[src/hw/lane_cfg_pkg.sv]
// constants shared by the 8b10b lane configuration controller and its checker
package lane_cfg_pkg;
    ////////////////////////////////////////////////////////////////////////
    // controller registers, byte offsets on the avalon side
    localparam logic [3:0] CTRL_OFFSET = 4'h0;
    localparam logic [3:0] CONFIG_OFFSET = 4'h4;
    localparam logic [3:0] STATUS_OFFSET = 4'h8;
    localparam int CTRL_START_BIT = 0;
    localparam int CFG_GEAR_LSB = 0;
    localparam int CFG_FAB_RX_LSB = 2;
    localparam int CFG_FAB_TX_LSB = 4;
    localparam int CFG_SERPATH_LSB = 6;
    localparam int CFG_SYNC_EN_BIT = 10;
    localparam int CFG_WIDTH = 11;
    localparam logic [10:0] CONFIG_RESET = 11'h014;
    localparam int ST_BUSY_BIT = 0;
    localparam int ST_DONE_BIT = 1;
    localparam int ST_MISMATCH_BIT = 2;
    localparam int ST_VIOLATION_BIT = 3;
    localparam int ST_FAIL_LSB = 4;
    ////////////////////////////////////////////////////////////////////////
    // device register indices on the device access port
    localparam int DEV_REGS = 7;
    localparam logic [2:0] DEV_ENCODER_LANE_CONFIG = 3'h0;
    localparam logic [2:0] DEV_LANE_OVERLAY_PATH_SELECT = 3'h1;
    localparam logic [2:0] DEV_LANE_CLOCK_SOURCE_SELECT = 3'h2;
    localparam logic [2:0] DEV_LANE_CLOCK_ENABLES = 3'h3;
    localparam logic [2:0] DEV_DESERIALIZER_WIDTH_CONTROL = 3'h4;
    localparam logic [2:0] DEV_SERIALIZER_WIDTH_CONTROL = 3'h5;
    localparam logic [2:0] DEV_RECOVERY_SLIP_CONTROL = 3'h6;
    ////////////////////////////////////////////////////////////////////////
    // device field positions
    localparam int GEAR_LSB = 0;
    localparam int FABRIC_PATH_LSB = 0;
    localparam int SERLANE_PATH_LSB = 4;
    localparam int FAB_RX_CLK_LSB = 0;
    localparam int FAB_TX_CLK_LSB = 2;
    localparam int CODING_RX_SRC_LSB = 4;
    localparam int CODING_TX_SRC_LSB = 6;
    localparam int RXF_WR_SRC_LSB = 8;
    localparam int TXF_RD_SRC_LSB = 10;
    localparam int RXF_SIDE_BIT = 12;
    localparam int WIDTH_LSB = 0;
    localparam int SLIP_SRC_BIT = 0;
    localparam int SLIP_EN_BIT = 1;
    ////////////////////////////////////////////////////////////////////////
    // required 8b10b values
    localparam logic [3:0] FABRIC_PATH_8B10B = 4'h4;
    localparam logic [1:0] FAB_CLK_NORMAL = 2'h1;
    localparam logic [1:0] CODING_CLK_SRC = 2'h3;
    localparam logic RXF_SIDE_8B10B = 1'b0;
    localparam logic [3:0] CLOCK_ENABLES_ALL = 4'hf;
    localparam logic [2:0] WIDTH_40BIT = 3'h7;
    localparam logic SLIP_SRC_FABRIC = 1'b0;
    localparam logic SLIP_EN_ON = 1'b1;

    typedef enum logic [2:0] {
        ST_IDLE = 3'b000,
        ST_WR = 3'b001,
        ST_RD = 3'b011,
        ST_FIN = 3'b010
    } seq_state_t;
endpackage

[src/hw/lane_8b10b_mode_config.sv]
// controller that programs and verifies one transceiver lane for 8b10b mode
//
// The Avalon-MM interface to the registers and the register addresses were left to the implementer.
module lane_8b10b_mode_config (
    input wire logic i_ref_clk,
    input wire logic i_nrst,
    input wire logic [3:0] i_address,
    input wire logic i_read,
    input wire logic i_write,
    input wire logic [31:0] i_writedata,
    input wire logic [3:0] i_byteenable,
    output logic [31:0] o_readdata,
    output logic o_waitrequest,
    output logic o_dev_req,
    output logic o_dev_write,
    output logic [2:0] o_dev_addr,
    output logic [31:0] o_dev_wdata,
    input wire logic [31:0] i_dev_rdata,
    input wire logic i_dev_ack
);
    import lane_cfg_pkg::*;

    logic [lane_cfg_pkg::CFG_WIDTH-1:0] config_reg;
    seq_state_t state;
    logic [2:0] idx;
    logic done;
    logic mismatch;
    logic violation;
    logic [DEV_REGS-1:0] fail_mask;
    logic check_ok;
    logic start_cmd;
    logic wr_take;

    wire logic [1:0] gear = config_reg[CFG_GEAR_LSB +: 2];

    ////////////////////////////////////////////////////////////////////////
    // expected device word per index; the same word is written and later compared
    function automatic logic [31:0] dev_word(input logic [2:0] index, input logic [10:0] cfg);
        logic [31:0] w;
        w = 32'h0;
        case (index)
            DEV_ENCODER_LANE_CONFIG: w[GEAR_LSB +: 2] = cfg[CFG_GEAR_LSB +: 2];
            DEV_LANE_OVERLAY_PATH_SELECT: begin
                w[FABRIC_PATH_LSB +: 4] = FABRIC_PATH_8B10B;
                w[SERLANE_PATH_LSB +: 4] = cfg[CFG_SERPATH_LSB +: 4];
            end
            DEV_LANE_CLOCK_SOURCE_SELECT: begin
                w[FAB_RX_CLK_LSB +: 2] = cfg[CFG_FAB_RX_LSB +: 2];
                w[FAB_TX_CLK_LSB +: 2] = cfg[CFG_FAB_TX_LSB +: 2];
                w[CODING_RX_SRC_LSB +: 2] = CODING_CLK_SRC;
                w[CODING_TX_SRC_LSB +: 2] = CODING_CLK_SRC;
                w[RXF_WR_SRC_LSB +: 2] = cfg[CFG_GEAR_LSB +: 2];
                w[TXF_RD_SRC_LSB +: 2] = cfg[CFG_GEAR_LSB +: 2];
                w[RXF_SIDE_BIT] = RXF_SIDE_8B10B;
            end
            DEV_LANE_CLOCK_ENABLES: w[3:0] = CLOCK_ENABLES_ALL;
            DEV_DESERIALIZER_WIDTH_CONTROL,
            DEV_SERIALIZER_WIDTH_CONTROL: w[WIDTH_LSB +: 3] = WIDTH_40BIT;
            DEV_RECOVERY_SLIP_CONTROL: begin
                w[SLIP_SRC_BIT] = SLIP_SRC_FABRIC;
                w[SLIP_EN_BIT] = SLIP_EN_ON;
            end
            default: w = 32'h0;
        endcase
        return w;
    endfunction

    ////////////////////////////////////////////////////////////////////////
    // avalon slave: waitrequest drops for one cycle, one cycle after the request appears
    assign wr_take = i_write && !o_waitrequest;
    assign start_cmd = wr_take && i_address == CTRL_OFFSET && i_byteenable[0]
        && i_writedata[CTRL_START_BIT] && state == ST_IDLE;

    always_ff @(posedge i_ref_clk or negedge i_nrst) begin
        if (!i_nrst) begin
            o_waitrequest <= 1'b1;
        end else if (!o_waitrequest) begin
            o_waitrequest <= 1'b1;
        end else if (i_read || i_write) begin
            o_waitrequest <= 1'b0;
        end
    end

    always_ff @(posedge i_ref_clk or negedge i_nrst) begin
        if (!i_nrst) begin
            o_readdata <= 32'h0;
        end else if (i_read && o_waitrequest) begin
            case (i_address)
                CONFIG_OFFSET: o_readdata <= {21'h0, config_reg};
                STATUS_OFFSET: begin
                    o_readdata <= {21'h0, fail_mask, violation, mismatch, done, state != ST_IDLE};
                end
                default: o_readdata <= 32'h0;
            endcase
        end
    end

    // config is frozen while a sequence runs so written and compared words agree
    always_ff @(posedge i_ref_clk or negedge i_nrst) begin
        if (!i_nrst) begin
            config_reg <= CONFIG_RESET;
        end else if (wr_take && i_address == CONFIG_OFFSET && state == ST_IDLE) begin
            if (i_byteenable[0]) begin
                config_reg[7:0] <= i_writedata[7:0];
            end
            if (i_byteenable[1]) begin
                config_reg[CFG_WIDTH-1:8] <= i_writedata[CFG_WIDTH-1:8];
            end
        end
    end

    ////////////////////////////////////////////////////////////////////////
    // sequencer: write all device registers, then read each back
    always_ff @(posedge i_ref_clk or negedge i_nrst) begin
        if (!i_nrst) begin
            state <= ST_IDLE;
            idx <= 3'h0;
        end else begin
            case (state)
                ST_IDLE: begin
                    if (start_cmd) begin
                        state <= ST_WR;
                        idx <= 3'h0;
                    end
                end
                ST_WR: begin
                    if (i_dev_ack) begin
                        idx <= (idx == 3'(DEV_REGS - 1)) ? 3'h0 : idx + 3'h1;
                        if (idx == 3'(DEV_REGS - 1)) begin
                            state <= ST_RD;
                        end
                    end
                end
                ST_RD: begin
                    if (i_dev_ack) begin
                        idx <= (idx == 3'(DEV_REGS - 1)) ? 3'h0 : idx + 3'h1;
                        if (idx == 3'(DEV_REGS - 1)) begin
                            state <= ST_FIN;
                        end
                    end
                end
                ST_FIN: state <= ST_IDLE;
                default: state <= ST_IDLE;
            endcase
        end
    end

    // device port: request held with address and data until the ack edge
    always_ff @(posedge i_ref_clk or negedge i_nrst) begin
        if (!i_nrst) begin
            o_dev_req <= 1'b0;
            o_dev_write <= 1'b0;
            o_dev_addr <= 3'h0;
            o_dev_wdata <= 32'h0;
        end else if (start_cmd) begin
            o_dev_req <= 1'b1;
            o_dev_write <= 1'b1;
            o_dev_addr <= 3'h0;
            o_dev_wdata <= dev_word(3'h0, config_reg);
        end else if (o_dev_req && i_dev_ack) begin
            if (state == ST_RD && idx == 3'(DEV_REGS - 1)) begin
                o_dev_req <= 1'b0;
                o_dev_write <= 1'b0;
                o_dev_wdata <= 32'h0;
            end else if (state == ST_WR && idx == 3'(DEV_REGS - 1)) begin
                o_dev_write <= 1'b0;
                o_dev_addr <= 3'h0;
                o_dev_wdata <= 32'h0;
            end else begin
                o_dev_addr <= idx + 3'h1;
                o_dev_wdata <= (state == ST_WR) ? dev_word(idx + 3'h1, config_reg) : 32'h0;
            end
        end
    end

    ////////////////////////////////////////////////////////////////////////
    // readback verdicts
    lane_cfg_check u_check (
        .i_index(idx),
        .i_word(i_dev_rdata),
        .i_gear(gear),
        .i_sync_en_used(config_reg[CFG_SYNC_EN_BIT]),
        .o_ok(check_ok)
    );

    always_ff @(posedge i_ref_clk or negedge i_nrst) begin
        if (!i_nrst) begin
            mismatch <= 1'b0;
            violation <= 1'b0;
            fail_mask <= '0;
        end else if (start_cmd) begin
            mismatch <= 1'b0;
            violation <= 1'b0;
            fail_mask <= '0;
        end else if (state == ST_RD && i_dev_ack) begin
            if (i_dev_rdata != dev_word(idx, config_reg)) begin
                mismatch <= 1'b1;
                fail_mask[idx] <= 1'b1;
            end
            if (!check_ok) begin
                violation <= 1'b1;
                fail_mask[idx] <= 1'b1;
            end
        end
    end

    always_ff @(posedge i_ref_clk or negedge i_nrst) begin
        if (!i_nrst) begin
            done <= 1'b0;
        end else if (state == ST_FIN) begin
            done <= 1'b1;
        end else if (start_cmd) begin
            done <= 1'b0;
        end
    end
endmodule

[src/hw/lane_cfg_check.sv]
// judges one device register word against the 8b10b settings
module lane_cfg_check (
    input wire logic [2:0] i_index,
    input wire logic [31:0] i_word,
    input wire logic [1:0] i_gear,
    input wire logic i_sync_en_used,
    output logic o_ok
);
    import lane_cfg_pkg::*;

    always_comb begin
        case (i_index)
            DEV_ENCODER_LANE_CONFIG: o_ok = (i_word[GEAR_LSB +: 2] == i_gear);
            DEV_LANE_OVERLAY_PATH_SELECT: o_ok = (i_word[FABRIC_PATH_LSB +: 4] == FABRIC_PATH_8B10B);
            DEV_LANE_CLOCK_SOURCE_SELECT: begin
                // fabric clocks may differ only when the rx fifo sync enable is in use
                o_ok = (i_sync_en_used || (i_word[FAB_RX_CLK_LSB +: 2] == FAB_CLK_NORMAL
                        && i_word[FAB_TX_CLK_LSB +: 2] == FAB_CLK_NORMAL))
                    && i_word[CODING_RX_SRC_LSB +: 2] == CODING_CLK_SRC
                    && i_word[CODING_TX_SRC_LSB +: 2] == CODING_CLK_SRC
                    && i_word[RXF_WR_SRC_LSB +: 2] == i_gear
                    && i_word[TXF_RD_SRC_LSB +: 2] == i_gear
                    && i_word[RXF_SIDE_BIT] == RXF_SIDE_8B10B;
            end
            DEV_LANE_CLOCK_ENABLES: o_ok = (i_word[3:0] == CLOCK_ENABLES_ALL);
            DEV_DESERIALIZER_WIDTH_CONTROL,
            DEV_SERIALIZER_WIDTH_CONTROL: o_ok = (i_word[WIDTH_LSB +: 3] == WIDTH_40BIT);
            DEV_RECOVERY_SLIP_CONTROL: begin
                o_ok = (i_word[SLIP_SRC_BIT] == SLIP_SRC_FABRIC) && (i_word[SLIP_EN_BIT] == SLIP_EN_ON);
            end
            default: o_ok = 1'b0;
        endcase
    end
endmodule

[config.mk]
export PLATFORM = sky130hd
export DESIGN_NAME = lane_8b10b_mode_config
export DESIGN_NICKNAME = d
export VERILOG_FILES = /design/src/hw/lane_cfg_pkg.sv /design/src/hw/lane_8b10b_mode_config.sv /design/src/hw/lane_cfg_check.sv
export SDC_FILE = /design/constraint.sdc
export NUM_CORES = 1
export LEC_CHECK = 0
export BUFFER_PORTS_ARGS = -buffer_cell sky130_fd_sc_hd__buf_2
export CELL_PAD_IN_SITES_DETAIL_PLACEMENT = 1
export CELL_PAD_IN_SITES_GLOBAL_PLACEMENT = 1
export CORE_MARGIN = 2
export CORE_UTILIZATION = 30
export CTS_CLUSTER_SIZE = 25
export DETAILED_ROUTE_END_ITERATION = 8
export PLACE_DENSITY_LB_ADDON = 0.1
export SKIP_LAST_GASP = 1
export SYNTH_ARGS = -nofsm -noshare
export SYNTH_HDL_FRONTEND = slang
export SYNTH_HIERARCHICAL = 1
export SYNTH_SLANG_ARGS = --single-unit
[constraint.sdc]
create_clock -name i_ref_clk -period 2.95 [get_ports i_ref_clk]
set_input_delay 0 -clock i_ref_clk [delete_from_list [all_inputs] [get_ports i_ref_clk]]
set_output_delay 0 -clock i_ref_clk [all_outputs]
set_load 0.005 [all_outputs]
==> results.yml <==
run_status:
  status: "completed"
worst_setup_path:
  crit_family: "simple AND/OR/NAND/NOR gates"
  max_stage_delay_ps: 440
  rrSetupSlack_ps: 380
  arrival_ps: 2780
  path_class: "register to register"
  r2r_cells: 8
  worstPathBufferInverterCount: 1
  cp-end-kind: "register"
  cp.required_ps: 3160
  reg2reg_from: "idx[0]"
  cp-start-kind: "register"
  crit_slowest_cell: "a2111oi_4"
  reg2reg_to: "fail_mask[5]"
  path_cells: "buf_4, ha_1, nor3_2, nor2_1, or4_4, a2111oi_4, nand4_4, a22o_1"
  crit_path_max_fanout: 9
grt:
  grt_usage: 0.171
  grt_max_degree: 34
  grt_util_met1: 0.235
  met2_usage: 0.290
  grt_pass1_wl_um: 15700
  grt_pass1_vias: 2896
  antenna_found_initial: 0
  grt-busiest-layer: "met2"
  grt_overflow: 0
  use_met3: 0.0229
hold_path:
  whs_endpoint: "state[1]"
  min_path_type: "primary input to register"
  min_from: "i_dev_ack"
  worstHoldPathCells: 3
sta:
  final-hold-violation-count: 0
  tns_ps: 0
  max_freq_mhz: 389
  drv_slew: 0
  fin_crit_ps: 2570
  slew_headroom: 0.350
  timing.final.crit_share: 0.871
  worst_pin_slew_ps: 974
  rsz0062_at_grt: "false"
  setup_violations: 0
  holdWs_ps: 47.1
  fin_skew_ps: 4.77
cts:
  postCtsHoldBufs: 14
  worstSkewPairLatency_ps: 310
  cts_resized: 0
  numCtsBuffers: 5
  cts_max_path_buffers: 2
  htree_levels: 2
  cts_sinks: 53
  cts-root-buf: "clkbuf_8"
  cts_tree: "yes"
  path_clk_slew_ps: 100
  postCtsSetupBuffers: 0
power:
  peakVddDrop_v: 0.000256
  seqPwrFrac: 0.388
  switching_share: 0.410
  p_comb_frac: 0.438
  cellLeakagePower_nw: 1.88
  design_power_total_mw: 2.45
  power_frac_clock: 0.174
  p_switching_mw: 1.00
  power.internal_mw: 1.44
  p_per_area_nw_per_um2: 623
logic_synthesis:
  synthMuxAreaShare: 0.0378
  yosys_warnings: 6
  syn_inst: 346
  synth-seq-cells: 53
  synth.distinct_cells: 58
  synth_xor_area_frac: 0.0134
  synth_top_family_by_area: "compound AO/OA/AOI/OAI gates"
  yosysSeqAreaShare: 0.406
  synth_enable_flop_cells: 0
  synth-compound-area-share: 0.201
  synth_simple_gate_area_frac: 0.179
  synthArstFlopShare: 1.00
  synth-adder-area-share: 0.0267
  avgSynthCellArea_um2: 9.48
  synth_area_um2: 3280
  synth-main-ff-cell: "dfrtp_1"
detailed_routing:
  first_iter_violations: 139
  drtPass1Iterations: 4
  wl_um: 9590
  via_count: 2821
  drc_errors: 0
  ant_nets: 0
  wl_per_cell_um: 16.5
  viasPerCell: 4.84
place:
  dp_hpwl_um: 7430
  numPortBuffers: 82
  placed_area_um2: 3700
  gp_congestion: 0.779
floorplanning:
  ios: 147
  initial_core_util: 0.305
  die_x_um: 109
  chipHeight_um: 109
  core_area_um2: 10700
  die-area_um2: 11800
  rows: 38
final_layout:
  final_area_um2: 3930
  antenna_cells: 0
  drive_gt1_frac: 0.289
  flow.area_growth_from_synthesis_pct: 19.8
  fillers: 1295
  final_cell_mix: "buf_2 (82), dfrtp_1 (50), conb_1 (41)"
  final_nets: 526
  final_common_cell: "buf_2"
run:
  cap_violations: 0
==> worst register-to-register path: cells and delay by family (launching register included) <==
kind	cells	cell delay, ps
AND/OR/NAND/NOR	4	890
AO/OA/AOI/OAI	2	680
flip-flops	1	400
adder cells (fa/ha/maj)	1	320
buffers and inverters	1	180
==> power by group through the flow <==
stage          registers (mW)  clock network (mW)  logic [mW]
2_1_floorplan           0.952                   0       0.728
3_3_place_gp            0.962                   0        1.05
3_5_place_dp            0.965                   0        1.07
4_1_cts                 0.953               0.443        1.08
5_1_grt                 0.970               0.469        1.22
6_report                0.950               0.425        1.07
==> cell type report <==
class	count	area (µm²)	area share
Tap cell	140	175	0.0446
Clock inverter	2	13.8	0.00350
Sequential cell	53	1330	0.339
Timing Repair Buffer	109	648	0.165
Multi-Input combinational cell	264	1660	0.421
Clock buffer	6	72.6	0.0185
Inverter	9	33.8	0.00860
==> synth_stat cells, types with 2 or more instances <==
| cell type | n | area (µm²) |
|---|---|---|
| a22o_1 | 10 | 87.6 |
| nor4_1 | 13 | 81.3 |
| xor2_1 | 4 | 35.0 |
| dfstp_2 | 3 | 78.8 |
| o31ai_1 | 2 | 15.0 |
| inv_1 | 8 | 30.0 |
| nand4_1 | 7 | 43.8 |
| buf_4 | 43 | 323 |
| or3_1 | 3 | 18.8 |
| a22oi_1 | 14 | 105 |
| a31oi_1 | 7 | 43.8 |
| buf_6 | 3 | 33.8 |
| nor2_1 | 21 | 78.8 |
| clkbuf_1 | 13 | 48.8 |
| nor3_1 | 8 | 40.0 |
| a21oi_1 | 26 | 130 |
| ha_1 | 7 | 87.6 |
| and2_1 | 4 | 25.0 |
| a21o_1 | 2 | 15.0 |
| o311ai_1 | 2 | 17.5 |
| nand3_1 | 11 | 55.1 |
| a32o_1 | 3 | 30.0 |
| mux2_2 | 11 | 124 |
| o21ai_0 | 17 | 85.1 |
| nand2_1 | 21 | 78.8 |
| dfrtp_1 | 50 | 1250 |
| a211oi_1 | 2 | 15.0 |
==> routing by layer <==
metal	routed length (µm)	vias up
met3	278	9
met4	89	0
met1	4630	1380
li1	-	1376
met5	0	-
met2	4590	56
==> metrics by stage <==
| stage | cells | setup slack (ps) | util |
|---|---|---|---|
| 2_1_floorplan | 386 | 187 | - |
| 3_3_place_gp | 561 | 409 | 0.345 |
| 3_5_place_dp | 561 | 407 | 0.345 |
| 4_1_cts | 583 | 372 | 0.366 |
| 5_1_grt | 583 | 216 | 0.366 |
| 6_report | 583 | 381 | 0.366 |
==> logic make-up after synthesis <==
kind of cell | Yosys count
compound gates | 96
buf+inv | 69
flops | 53
simple gates | 104
xor+xnor | 5
fa+ha+maj | 7
other cells | 1
mux | 11
==> worst max path at each step <==
stage / startpoint / to / slack [ps] / depth (start not counted)
6_report: idx[0] / fail_mask[5] / 380 / 8
5_1_grt: idx[0] / fail_mask[5] / 220 / 8
4_1_cts: idx[0] / fail_mask[5] / 370 / 8
3_5_place_dp: idx[0] / fail_mask[5] / 410 / 8
3_3_place_gp: idx[0] / fail_mask[5] / 410 / 8
2_1_floorplan: idx[0] / fail_mask[5] / 190 / 10
Power figures use the tool's default switching activity.
